**config.mk**
```make
export PLATFORM = sky130hd
export DESIGN_NAME = fie_bank
export DESIGN_NICKNAME = d
export VERILOG_FILES = /design/src/fie_pkg.sv /design/src/fie_bank.sv
export SDC_FILE = /design/constraint.sdc
export NUM_CORES = 1
export LEC_CHECK = 0
export BUFFER_PORTS_ARGS = -buffer_cell sky130_fd_sc_hd__clkbuf_2
export CORE_MARGIN = 3
export CORE_UTILIZATION = 54
export CTS_BUF_LIST = sky130_fd_sc_hd__clkbuf_16
export CTS_CLUSTER_SIZE = 16
export DETAILED_ROUTE_END_ITERATION = 8
export PLACE_DENSITY = 0.75
export SYNTH_ARGS = -nofsm -noshare
export SYNTH_HDL_FRONTEND = slang
export SYNTH_SLANG_ARGS = --single-unit
```
**constraint.sdc**
```tcl
create_clock -name ref_clk -period 3.5 [get_ports ref_clk]
set_input_delay 1.05 -clock ref_clk [delete_from_list [all_inputs] [get_ports ref_clk]]
set_output_delay 1.05 -clock ref_clk [all_outputs]
set_load 0.01 [all_outputs]
```
**src/fie_pkg.sv**
```systemverilog
// How it works
// Fast undervoltage enable bits 5:0 gate each channel's fault onto the alert.
// Slow undervoltage enable bits 5:0 allow or block each channel's fault.
// Fast overvoltage enable bits 5:0 allow or block each channel's fault.
// Slow overvoltage enable bits 5:0 allow or block each channel's fault.
// Power-up sequence enables gate faults of the sequence after request rises.
// Power-down sequence enables gate faults of the sequence after request falls.
// Wake sequence enables gate faults of the sequence after sleep rises.
// Doze sequence enables gate faults of the sequence after sleep falls.
// Alert follows enabled faults; the force bit drives it low regardless.
// Alert low while any latched fault is enabled; bits 7:6 never matter.
package fie_pkg;
    // ------------------------------------------------------------
    // Register map
    // ------------------------------------------------------------
    localparam logic [7:0] UV_FAST_IRQ_ENABLE_ADDR = 8'h13;
    localparam logic [7:0] UV_SLOW_IRQ_ENABLE_ADDR = 8'h14;
    localparam logic [7:0] OV_FAST_IRQ_ENABLE_ADDR = 8'h15;
    localparam logic [7:0] OV_SLOW_IRQ_ENABLE_ADDR = 8'h16;
    localparam logic [7:0] POWER_UP_SEQ_IRQ_ENABLE_ADDR = 8'h17;
    localparam logic [7:0] POWER_DOWN_SEQ_IRQ_ENABLE_ADDR = 8'h18;
    localparam logic [7:0] WAKE_SEQ_IRQ_ENABLE_ADDR = 8'h19;
    localparam logic [7:0] DOZE_SEQ_IRQ_ENABLE_ADDR = 8'h1a;
    // Bank layout
    localparam int BANK_BASE = 8'h13;
    localparam int BANK_COUNT = 8;
    localparam int CHANNEL_COUNT = 6;
    localparam logic [7:0] ENABLE_RESET = 8'h00;
    localparam logic [7:0] RESERVED_MASK = 8'hc0;
    // Fault class index within the bank
    typedef enum logic [2:0] {
        CLASS_UV_FAST,
        CLASS_UV_SLOW,
        CLASS_OV_FAST,
        CLASS_OV_SLOW,
        CLASS_POWER_UP,
        CLASS_POWER_DOWN,
        CLASS_WAKE,
        CLASS_DOZE
    } fie_class_type;
endpackage

```
**src/fie_bank.sv**
```systemverilog
`timescale 1ns/1ps
module fie_bank #(
    parameter int CHANNELS = fie_pkg::CHANNEL_COUNT
) (
    input wire logic ref_clk,
    input wire logic reset_n,
    input wire logic reg_write,
    input wire logic [7:0] reg_addr,
    input wire logic [7:0] reg_wdata,
    output logic [7:0] reg_rdata,
    output logic reg_hit,
    input wire logic alert_force_bit,
    input wire logic [fie_pkg::BANK_COUNT*6-1:0] fault_latched,
    output logic fault_alert_low_out,
    output logic fault_alert_low_oe
);
    import fie_pkg::*;

    // Field slicing below is laid out for six channels per class only
    if (CHANNELS != CHANNEL_COUNT) begin : gen_channel_check
        $error("fie_bank serves six channels only");
    end

    // ------------------------------------------------------------
    // Enable registers
    // ------------------------------------------------------------
    logic [7:0] enable_reg [BANK_COUNT];
    logic [BANK_COUNT-1:0] gated_class;
    logic [7:0] offset;
    logic in_bank;
    logic [BANK_COUNT*8-1:0] enable_flat;

    assign offset = reg_addr - 8'(BANK_BASE);
    assign in_bank = (reg_addr >= UV_FAST_IRQ_ENABLE_ADDR) && (reg_addr <= DOZE_SEQ_IRQ_ENABLE_ADDR);

    // One register per class; all bits R/W, 7:6 stored but unused
    genvar g;
    generate
        for (g = 0; g < BANK_COUNT; g++) begin : gen_class
            always_ff @(posedge ref_clk) begin
                if (!reset_n) begin
                    enable_reg[g] <= ENABLE_RESET;
                end else if (reg_write && in_bank && offset == 8'(g)) begin
                    enable_reg[g] <= reg_wdata;
                end
            end
            // Only bits 5:0 reach the alert, reserved bits are masked R10
            assign gated_class[g] = |(enable_reg[g][5:0] & fault_latched[g*6 +: 6]);
            // Flat view for whole-bank checks
            assign enable_flat[g*8 +: 8] = enable_reg[g];
        end
    endgenerate

    // Readback registered so data comes from flops
    always_ff @(posedge ref_clk) begin
        if (!reset_n) begin
            reg_rdata <= 8'h00;
            reg_hit <= 1'b0;
        end else begin
            reg_hit <= in_bank;
            reg_rdata <= in_bank ? enable_reg[offset[2:0]] : 8'h00;
        end
    end

    // ------------------------------------------------------------
    // Alert output
    // ------------------------------------------------------------
    // Registered to avoid glitches on the open-drain line
    always_ff @(posedge ref_clk) begin
        if (!reset_n) begin
            fault_alert_low_oe <= 1'b1;
        end else begin

            // Force overrides faults and enables R09
            fault_alert_low_oe <= !(alert_force_bit || |gated_class);
        end
    end
    // Open drain: only ever pulls low
    assign fault_alert_low_out = 1'b0;

    // ------------------------------------------------------------
    // Checks
    // ------------------------------------------------------------
    uv_fast_gate_a: assert property (@(posedge ref_clk) disable iff (!reset_n)
        (|(enable_reg[0][5:0] & fault_latched[5:0])) |=> !fault_alert_low_oe)
        else $error("fast undervoltage fault not signalled");
    uv_slow_gate_a: assert property (@(posedge ref_clk) disable iff (!reset_n)
        (|(enable_reg[1][5:0] & fault_latched[11:6])) |=> !fault_alert_low_oe)
        else $error("slow undervoltage fault not signalled");
    ov_fast_gate_a: assert property (@(posedge ref_clk) disable iff (!reset_n)
        (|(enable_reg[2][5:0] & fault_latched[17:12])) |=> !fault_alert_low_oe)
        else $error("fast overvoltage fault not signalled");
    ov_slow_gate_a: assert property (@(posedge ref_clk) disable iff (!reset_n)
        (|(enable_reg[3][5:0] & fault_latched[23:18])) |=> !fault_alert_low_oe)
        else $error("slow overvoltage fault not signalled");
    power_up_gate_a: assert property (@(posedge ref_clk) disable iff (!reset_n)
        (|(enable_reg[4][5:0] & fault_latched[29:24])) |=> !fault_alert_low_oe)
        else $error("power-up sequence fault not signalled");
    power_down_gate_a: assert property (@(posedge ref_clk) disable iff (!reset_n)
        (|(enable_reg[5][5:0] & fault_latched[35:30])) |=> !fault_alert_low_oe)
        else $error("power-down sequence fault not signalled");
    wake_gate_a: assert property (@(posedge ref_clk) disable iff (!reset_n)
        (|(enable_reg[6][5:0] & fault_latched[41:36])) |=> !fault_alert_low_oe)
        else $error("wake sequence fault not signalled");
    doze_gate_a: assert property (@(posedge ref_clk) disable iff (!reset_n)
        (|(enable_reg[7][5:0] & fault_latched[47:42])) |=> !fault_alert_low_oe)
        else $error("doze sequence fault not signalled");
    force_alert_a: assert property (@(posedge ref_clk) disable iff (!reset_n)
        alert_force_bit |=> !fault_alert_low_oe)
        else $error("force bit did not pull alert low");
    quiet_alert_a: assert property (@(posedge ref_clk) disable iff (!reset_n)
        (!alert_force_bit && !(|gated_class)) |=> fault_alert_low_oe)
        else $error("alert low with no enabled fault");
    write_read_a: assert property (@(posedge ref_clk) disable iff (!reset_n)
        (reg_write && in_bank) ##1 !reg_write && reg_addr == $past(reg_addr)
        |=> reg_rdata == $past(reg_wdata, 2))
        else $error("enable register readback wrong");

    // ------------------------------------------------------------
    // Register storage checks
    // ------------------------------------------------------------
    // A write to one address lands in that register, all 8 bits

    // Fast undervoltage enables
    uv_fast_store_a: assert property (@(posedge ref_clk) disable iff (!reset_n)
        (reg_write && reg_addr == UV_FAST_IRQ_ENABLE_ADDR)
        |=> enable_reg[0] == $past(reg_wdata))
        else $error("fast undervoltage enable write lost");

    // Slow undervoltage enables
    uv_slow_store_a: assert property (@(posedge ref_clk) disable iff (!reset_n)
        (reg_write && reg_addr == UV_SLOW_IRQ_ENABLE_ADDR)
        |=> enable_reg[1] == $past(reg_wdata))
        else $error("slow undervoltage enable write lost");

    // Fast overvoltage enables
    ov_fast_store_a: assert property (@(posedge ref_clk) disable iff (!reset_n)
        (reg_write && reg_addr == OV_FAST_IRQ_ENABLE_ADDR)
        |=> enable_reg[2] == $past(reg_wdata))
        else $error("fast overvoltage enable write lost");

    // Slow overvoltage enables
    ov_slow_store_a: assert property (@(posedge ref_clk) disable iff (!reset_n)
        (reg_write && reg_addr == OV_SLOW_IRQ_ENABLE_ADDR)
        |=> enable_reg[3] == $past(reg_wdata))
        else $error("slow overvoltage enable write lost");

    // Power-up sequence enables
    power_up_store_a: assert property (@(posedge ref_clk) disable iff (!reset_n)
        (reg_write && reg_addr == POWER_UP_SEQ_IRQ_ENABLE_ADDR)
        |=> enable_reg[4] == $past(reg_wdata))
        else $error("power-up enable write lost");

    // Power-down sequence enables
    power_down_store_a: assert property (@(posedge ref_clk) disable iff (!reset_n)
        (reg_write && reg_addr == POWER_DOWN_SEQ_IRQ_ENABLE_ADDR)
        |=> enable_reg[5] == $past(reg_wdata))
        else $error("power-down enable write lost");

    // Wake sequence enables
    wake_store_a: assert property (@(posedge ref_clk) disable iff (!reset_n)
        (reg_write && reg_addr == WAKE_SEQ_IRQ_ENABLE_ADDR)
        |=> enable_reg[6] == $past(reg_wdata))
        else $error("wake enable write lost");

    // Doze sequence enables
    doze_store_a: assert property (@(posedge ref_clk) disable iff (!reset_n)
        (reg_write && reg_addr == DOZE_SEQ_IRQ_ENABLE_ADDR)
        |=> enable_reg[7] == $past(reg_wdata))
        else $error("doze enable write lost");

    // ------------------------------------------------------------
    // Register hold checks
    // ------------------------------------------------------------
    // No write to its own address, no change: catches aliasing in the decode

    // Fast undervoltage enables
    uv_fast_hold_a: assert property (@(posedge ref_clk) disable iff (!reset_n)
        !(reg_write && reg_addr == UV_FAST_IRQ_ENABLE_ADDR)
        |=> $stable(enable_reg[0]))
        else $error("fast undervoltage enable changed unasked");

    // Slow undervoltage enables
    uv_slow_hold_a: assert property (@(posedge ref_clk) disable iff (!reset_n)
        !(reg_write && reg_addr == UV_SLOW_IRQ_ENABLE_ADDR)
        |=> $stable(enable_reg[1]))
        else $error("slow undervoltage enable changed unasked");

    // Fast overvoltage enables
    ov_fast_hold_a: assert property (@(posedge ref_clk) disable iff (!reset_n)
        !(reg_write && reg_addr == OV_FAST_IRQ_ENABLE_ADDR)
        |=> $stable(enable_reg[2]))
        else $error("fast overvoltage enable changed unasked");

    // Slow overvoltage enables
    ov_slow_hold_a: assert property (@(posedge ref_clk) disable iff (!reset_n)
        !(reg_write && reg_addr == OV_SLOW_IRQ_ENABLE_ADDR)
        |=> $stable(enable_reg[3]))
        else $error("slow overvoltage enable changed unasked");

    // Power-up sequence enables
    power_up_hold_a: assert property (@(posedge ref_clk) disable iff (!reset_n)
        !(reg_write && reg_addr == POWER_UP_SEQ_IRQ_ENABLE_ADDR)
        |=> $stable(enable_reg[4]))
        else $error("power-up enable changed unasked");

    // Power-down sequence enables
    power_down_hold_a: assert property (@(posedge ref_clk) disable iff (!reset_n)
        !(reg_write && reg_addr == POWER_DOWN_SEQ_IRQ_ENABLE_ADDR)
        |=> $stable(enable_reg[5]))
        else $error("power-down enable changed unasked");

    // Wake sequence enables
    wake_hold_a: assert property (@(posedge ref_clk) disable iff (!reset_n)
        !(reg_write && reg_addr == WAKE_SEQ_IRQ_ENABLE_ADDR)
        |=> $stable(enable_reg[6]))
        else $error("wake enable changed unasked");

    // Doze sequence enables
    doze_hold_a: assert property (@(posedge ref_clk) disable iff (!reset_n)
        !(reg_write && reg_addr == DOZE_SEQ_IRQ_ENABLE_ADDR)
        |=> $stable(enable_reg[7]))
        else $error("doze enable changed unasked");

    // ------------------------------------------------------------
    // Readback checks
    // ------------------------------------------------------------
    // Each address returns its own register one cycle later

    // Fast undervoltage enables
    uv_fast_read_a: assert property (@(posedge ref_clk) disable iff (!reset_n)
        (reg_addr == UV_FAST_IRQ_ENABLE_ADDR)
        |=> reg_hit && reg_rdata == $past(enable_reg[0]))
        else $error("fast undervoltage enable read wrong");

    // Slow undervoltage enables
    uv_slow_read_a: assert property (@(posedge ref_clk) disable iff (!reset_n)
        (reg_addr == UV_SLOW_IRQ_ENABLE_ADDR)
        |=> reg_hit && reg_rdata == $past(enable_reg[1]))
        else $error("slow undervoltage enable read wrong");

    // Fast overvoltage enables
    ov_fast_read_a: assert property (@(posedge ref_clk) disable iff (!reset_n)
        (reg_addr == OV_FAST_IRQ_ENABLE_ADDR)
        |=> reg_hit && reg_rdata == $past(enable_reg[2]))
        else $error("fast overvoltage enable read wrong");

    // Slow overvoltage enables
    ov_slow_read_a: assert property (@(posedge ref_clk) disable iff (!reset_n)
        (reg_addr == OV_SLOW_IRQ_ENABLE_ADDR)
        |=> reg_hit && reg_rdata == $past(enable_reg[3]))
        else $error("slow overvoltage enable read wrong");

    // Power-up sequence enables
    power_up_read_a: assert property (@(posedge ref_clk) disable iff (!reset_n)
        (reg_addr == POWER_UP_SEQ_IRQ_ENABLE_ADDR)
        |=> reg_hit && reg_rdata == $past(enable_reg[4]))
        else $error("power-up enable read wrong");

    // Power-down sequence enables
    power_down_read_a: assert property (@(posedge ref_clk) disable iff (!reset_n)
        (reg_addr == POWER_DOWN_SEQ_IRQ_ENABLE_ADDR)
        |=> reg_hit && reg_rdata == $past(enable_reg[5]))
        else $error("power-down enable read wrong");

    // Wake sequence enables
    wake_read_a: assert property (@(posedge ref_clk) disable iff (!reset_n)
        (reg_addr == WAKE_SEQ_IRQ_ENABLE_ADDR)
        |=> reg_hit && reg_rdata == $past(enable_reg[6]))
        else $error("wake enable read wrong");

    // Doze sequence enables
    doze_read_a: assert property (@(posedge ref_clk) disable iff (!reset_n)
        (reg_addr == DOZE_SEQ_IRQ_ENABLE_ADDR)
        |=> reg_hit && reg_rdata == $past(enable_reg[7]))
        else $error("doze enable read wrong");

    // ------------------------------------------------------------
    // Decode, reset and alert corner checks
    // ------------------------------------------------------------
    // Writes outside the bank are dropped silently, so nothing may move

    // Stray writes
    stray_write_a: assert property (@(posedge ref_clk) disable iff (!reset_n)
        (reg_write && !in_bank) |=> $stable(enable_flat))
        else $error("write outside bank changed an enable");

    // Reads outside the bank return zero
    miss_read_a: assert property (@(posedge ref_clk) disable iff (!reset_n)
        !in_bank |=> !reg_hit && reg_rdata == 8'h00)
        else $error("read outside bank not zero");

    // Reset is synchronous: one edge brings back the idle state
    reset_state_a: assert property (@(posedge ref_clk)
        !reset_n |=> enable_flat == {BANK_COUNT{ENABLE_RESET}} && fault_alert_low_oe
            && !reg_hit && reg_rdata == 8'h00)
        else $error("reset state wrong");

    // Force alone, with no fault at all, still pulls the line
    force_idle_a: assert property (@(posedge ref_clk) disable iff (!reset_n)
        (alert_force_bit && !(|fault_latched)) |=> !fault_alert_low_oe)
        else $error("force without faults did not pull alert low");

    // No fault and no force means no alert, whatever the enables and bits 7:6 hold
    no_fault_a: assert property (@(posedge ref_clk) disable iff (!reset_n)
        (!alert_force_bit && !(|fault_latched)) |=> fault_alert_low_oe)
        else $error("alert low without any fault");

    force_seen_c: cover property (@(posedge ref_clk) alert_force_bit ##1 !fault_alert_low_oe);
    fault_seen_c: cover property (@(posedge ref_clk) (|gated_class) ##1 !fault_alert_low_oe);
    blocked_c: cover property (@(posedge ref_clk) (|fault_latched) && !(|gated_class));
    reserved_write_c: cover property (@(posedge ref_clk)
        reg_write && in_bank && reg_wdata[7:6] != 2'b00);
    stray_write_c: cover property (@(posedge ref_clk) reg_write && !in_bank);
endmodule // fie_bank

```
==> results.json <==
{
  "peakVddDrop_uv": 268,
  "hp-start": "enable_reg[4][2]",
  "gp_congestion": 0.887,
  "grt_pass1_wl_mm": 15.3,
  "worstMarginPinSlew_ns": 0.789,
  "worstPathMaxFanout": 20,
  "critPathLaunch": "reg_addr[0]",
  "slew_headroom_pct": 47.0,
  "largest_reg_flops": 64,
  "final_nets": 437,
  "p_total_mw": 2.06,
  "grt_pass1_vias": 2904,
  "worst_r2r_path_depth": 4,
  "finalCriticalPeriod_ns": 2.91,
  "instances_no_fill": 446,
  "cts_tree": "yes",
  "crit_type": "input port to register",
  "ctsHoldBuffers": 0,
  "drtIter0Drc": 306,
  "die_x_um": 87.8,
  "dp_hpwl_mm": 7.43,
  "first_pass_iters": 7,
  "fin_skew_ns": 0.00334,
  "endpoint_kind": "register",
  "ant_nets": 0,
  "fp.dieH_um": 87.8,
  "vias": 2939,
  "cts_max_level": 3,
  "core_area_sq_um": 6420,
  "grt_overflow": 0,
  "leakage_nw": 1.59,
  "syn_area_sq_um": 3610,
  "synth_top_area_share_pct": 53.2,
  "rsz0062_at_grt": "no",
  "worstReg2RegStart": "enable_reg[5][0]",
  "cts_buffer_depth": 2,
  "vias_per_cell": 6.59,
  "synth_fp_nets": 353,
  "outcome": "completed",
  "hp-class": "register to register",
  "port_buffers": 77,
  "yosysWarnings": 0,
  "wl_mm": 10.5,
  "ys_seq_area_share_pct": 58.7,
  "die_area_sq_um": 7710,
  "cts_setup_buffers": 0,
  "drv_cap": 0,
  "area_growth_pct": 19.5,
  "hold_viol": 0,
  "placed_cells": 430,
  "fp-row-count": 29,
  "p_per_area_nw_per_um2": 477,
  "clkTransAtPathRegs_ns": 0.06,
  "post-route-period-util_pct": 83.1,
  "required_ns": 3.46,
  "fmax_mhz": 344,
  "clk_latency_ns": 0.33,
  "synthFlopType": "edfxtp_1",
  "final_util_pct": 67.3,
  "avgSynthCellArea_sq_um": 12.9,
  "fillers": 439,
  "diodes": 0,
  "ios": 79,
  "cts_root_buffer": "clkbuf_16",
  "antenna_found_initial": 0,
  "numCtsBuffers": 9,
  "track_usage_pct": 28.1,
  "hold_depth": 3,
  "grt_max_degree": 23,
  "ys_ff_latch": 74,
  "ys_types": 33,
  "drive_gt1_share_pct": 33.1,
  "drc": 0,
  "start_kind": "input port",
  "synth.largest_area_cell": "edfxtp_1",
  "critPathArrivalTime_ns": 2.87,
  "synth_edf_count": 64,
  "start_util_pct": 56.3,
  "numClockSinks": 74,
  "synth.area.top_cells": "edfxtp_1 (53%), mux4_2 (9.3%), nor3_1 (8.9%)",
  "maxSlewViolCount": 0,
  "wl_per_cell_um": 23.5,
  "async_flop_share_pct": 0,
  "setup_viol": 0,
  "synth_commonest_cells": "edfxtp_1 (64), nor3_1 (64), nand2_1 (40)",
  "synth_cells": 280,
  "ctsResizeCount": 0,
  "setup_tns_ns": 0
}
## kinds of logic after synthesis
logic type / synth area share [%]
flip-flops: 58.7
multiplexers: 10.1
AND/OR/NAND/NOR: 15.4
AO/OA/AOI/OAI: 9.24
XOR/XNOR: 0.485
buffers and inverters: 4.29
adder cells (fa/ha/maj): 1.73
other: 0.104
## power breakdown
group	internal (mW)	total [mW]	switching, mW
sequential	0.998	1.03	0.0278
combinational	0.102	0.235	0.133
clock	0.465	0.798	0.334
total	1.56	2.06	0.495
## cell usage in the layout, fill, tap and decap left out, types with 2 or more instances in the layout
cell,count
a22oi_1,4
inv_1,6
a221oi_1,9
buf_4,15
edfxtp_1,64
clkinv_2,3
ha_1,5
and2_1,2
o21ai_0,2
o21ai_1,7
nand4_1,4
clkbuf_2,77
a21oi_1,10
nor3_1,64
clkbuf_16,9
a22o_1,9
nand2_1,40
mux4_2,15
dfxtp_1,10
## metrics by stage
| step | instance area [sq um] | hold WS [ns] | worst slack, ns |
|---|---|---|---|
| final | 4320 | 0.607 | 0.590 |
| after global routing | 4320 | 0.673 | 0.425 |
| after CTS | 4320 | 0.608 | 0.596 |
| after detailed placement | 4070 | 0.601 | 0.281 |
| after global placement | 4070 | 0.598 | 0.375 |
| after floorplan | 3610 | 0.543 | 0.273 |
## critical path: stages
cell and delay (ns):
clkbuf_2 0.10, buf_4 0.35, a31oi_1 0.17, nor2_2 0.15
o2111ai_4 0.31, o21ai_1 0.73
## metal layers
| layer | track usage (%) | vias up | part of all wire, % |
|---|---|---|---|
| met5 | 0 | - | 0 |
| met1 | 32.6 | 1398 | 35 |
| met4 | 15.8 | 0 | 4.2 |
| met3 | 7.24 | 35 | 10 |
| met2 | 47.5 | 233 | 50 |
| li1 | - | 1273 | - |
## layout make-up
cell class	count	area, sq um	area share, %
Sequential cell	74	2120	49.1
Multi-Input combinational cell	184	1340	31.0
Timing Repair Buffer	92	498	11.5
Clock buffer	9	225	5.21
Tap cell	77	96.3	2.23
Clock inverter	7	30.0	0.695
Inverter	3	11.3	0.261
## path summary, 6_finish.rpt
| path | to | slack, ns |
|---|---|---|
| max reg2reg | fault_alert_low_oe | 1.72 |
| min | fault_alert_low_oe | 0.61 |
| min reg2reg | fault_alert_low_oe | 0.61 |
| max | enable_reg[2][4] | 0.59 |
No activity file was read; power rests on OpenSTA's default activity.
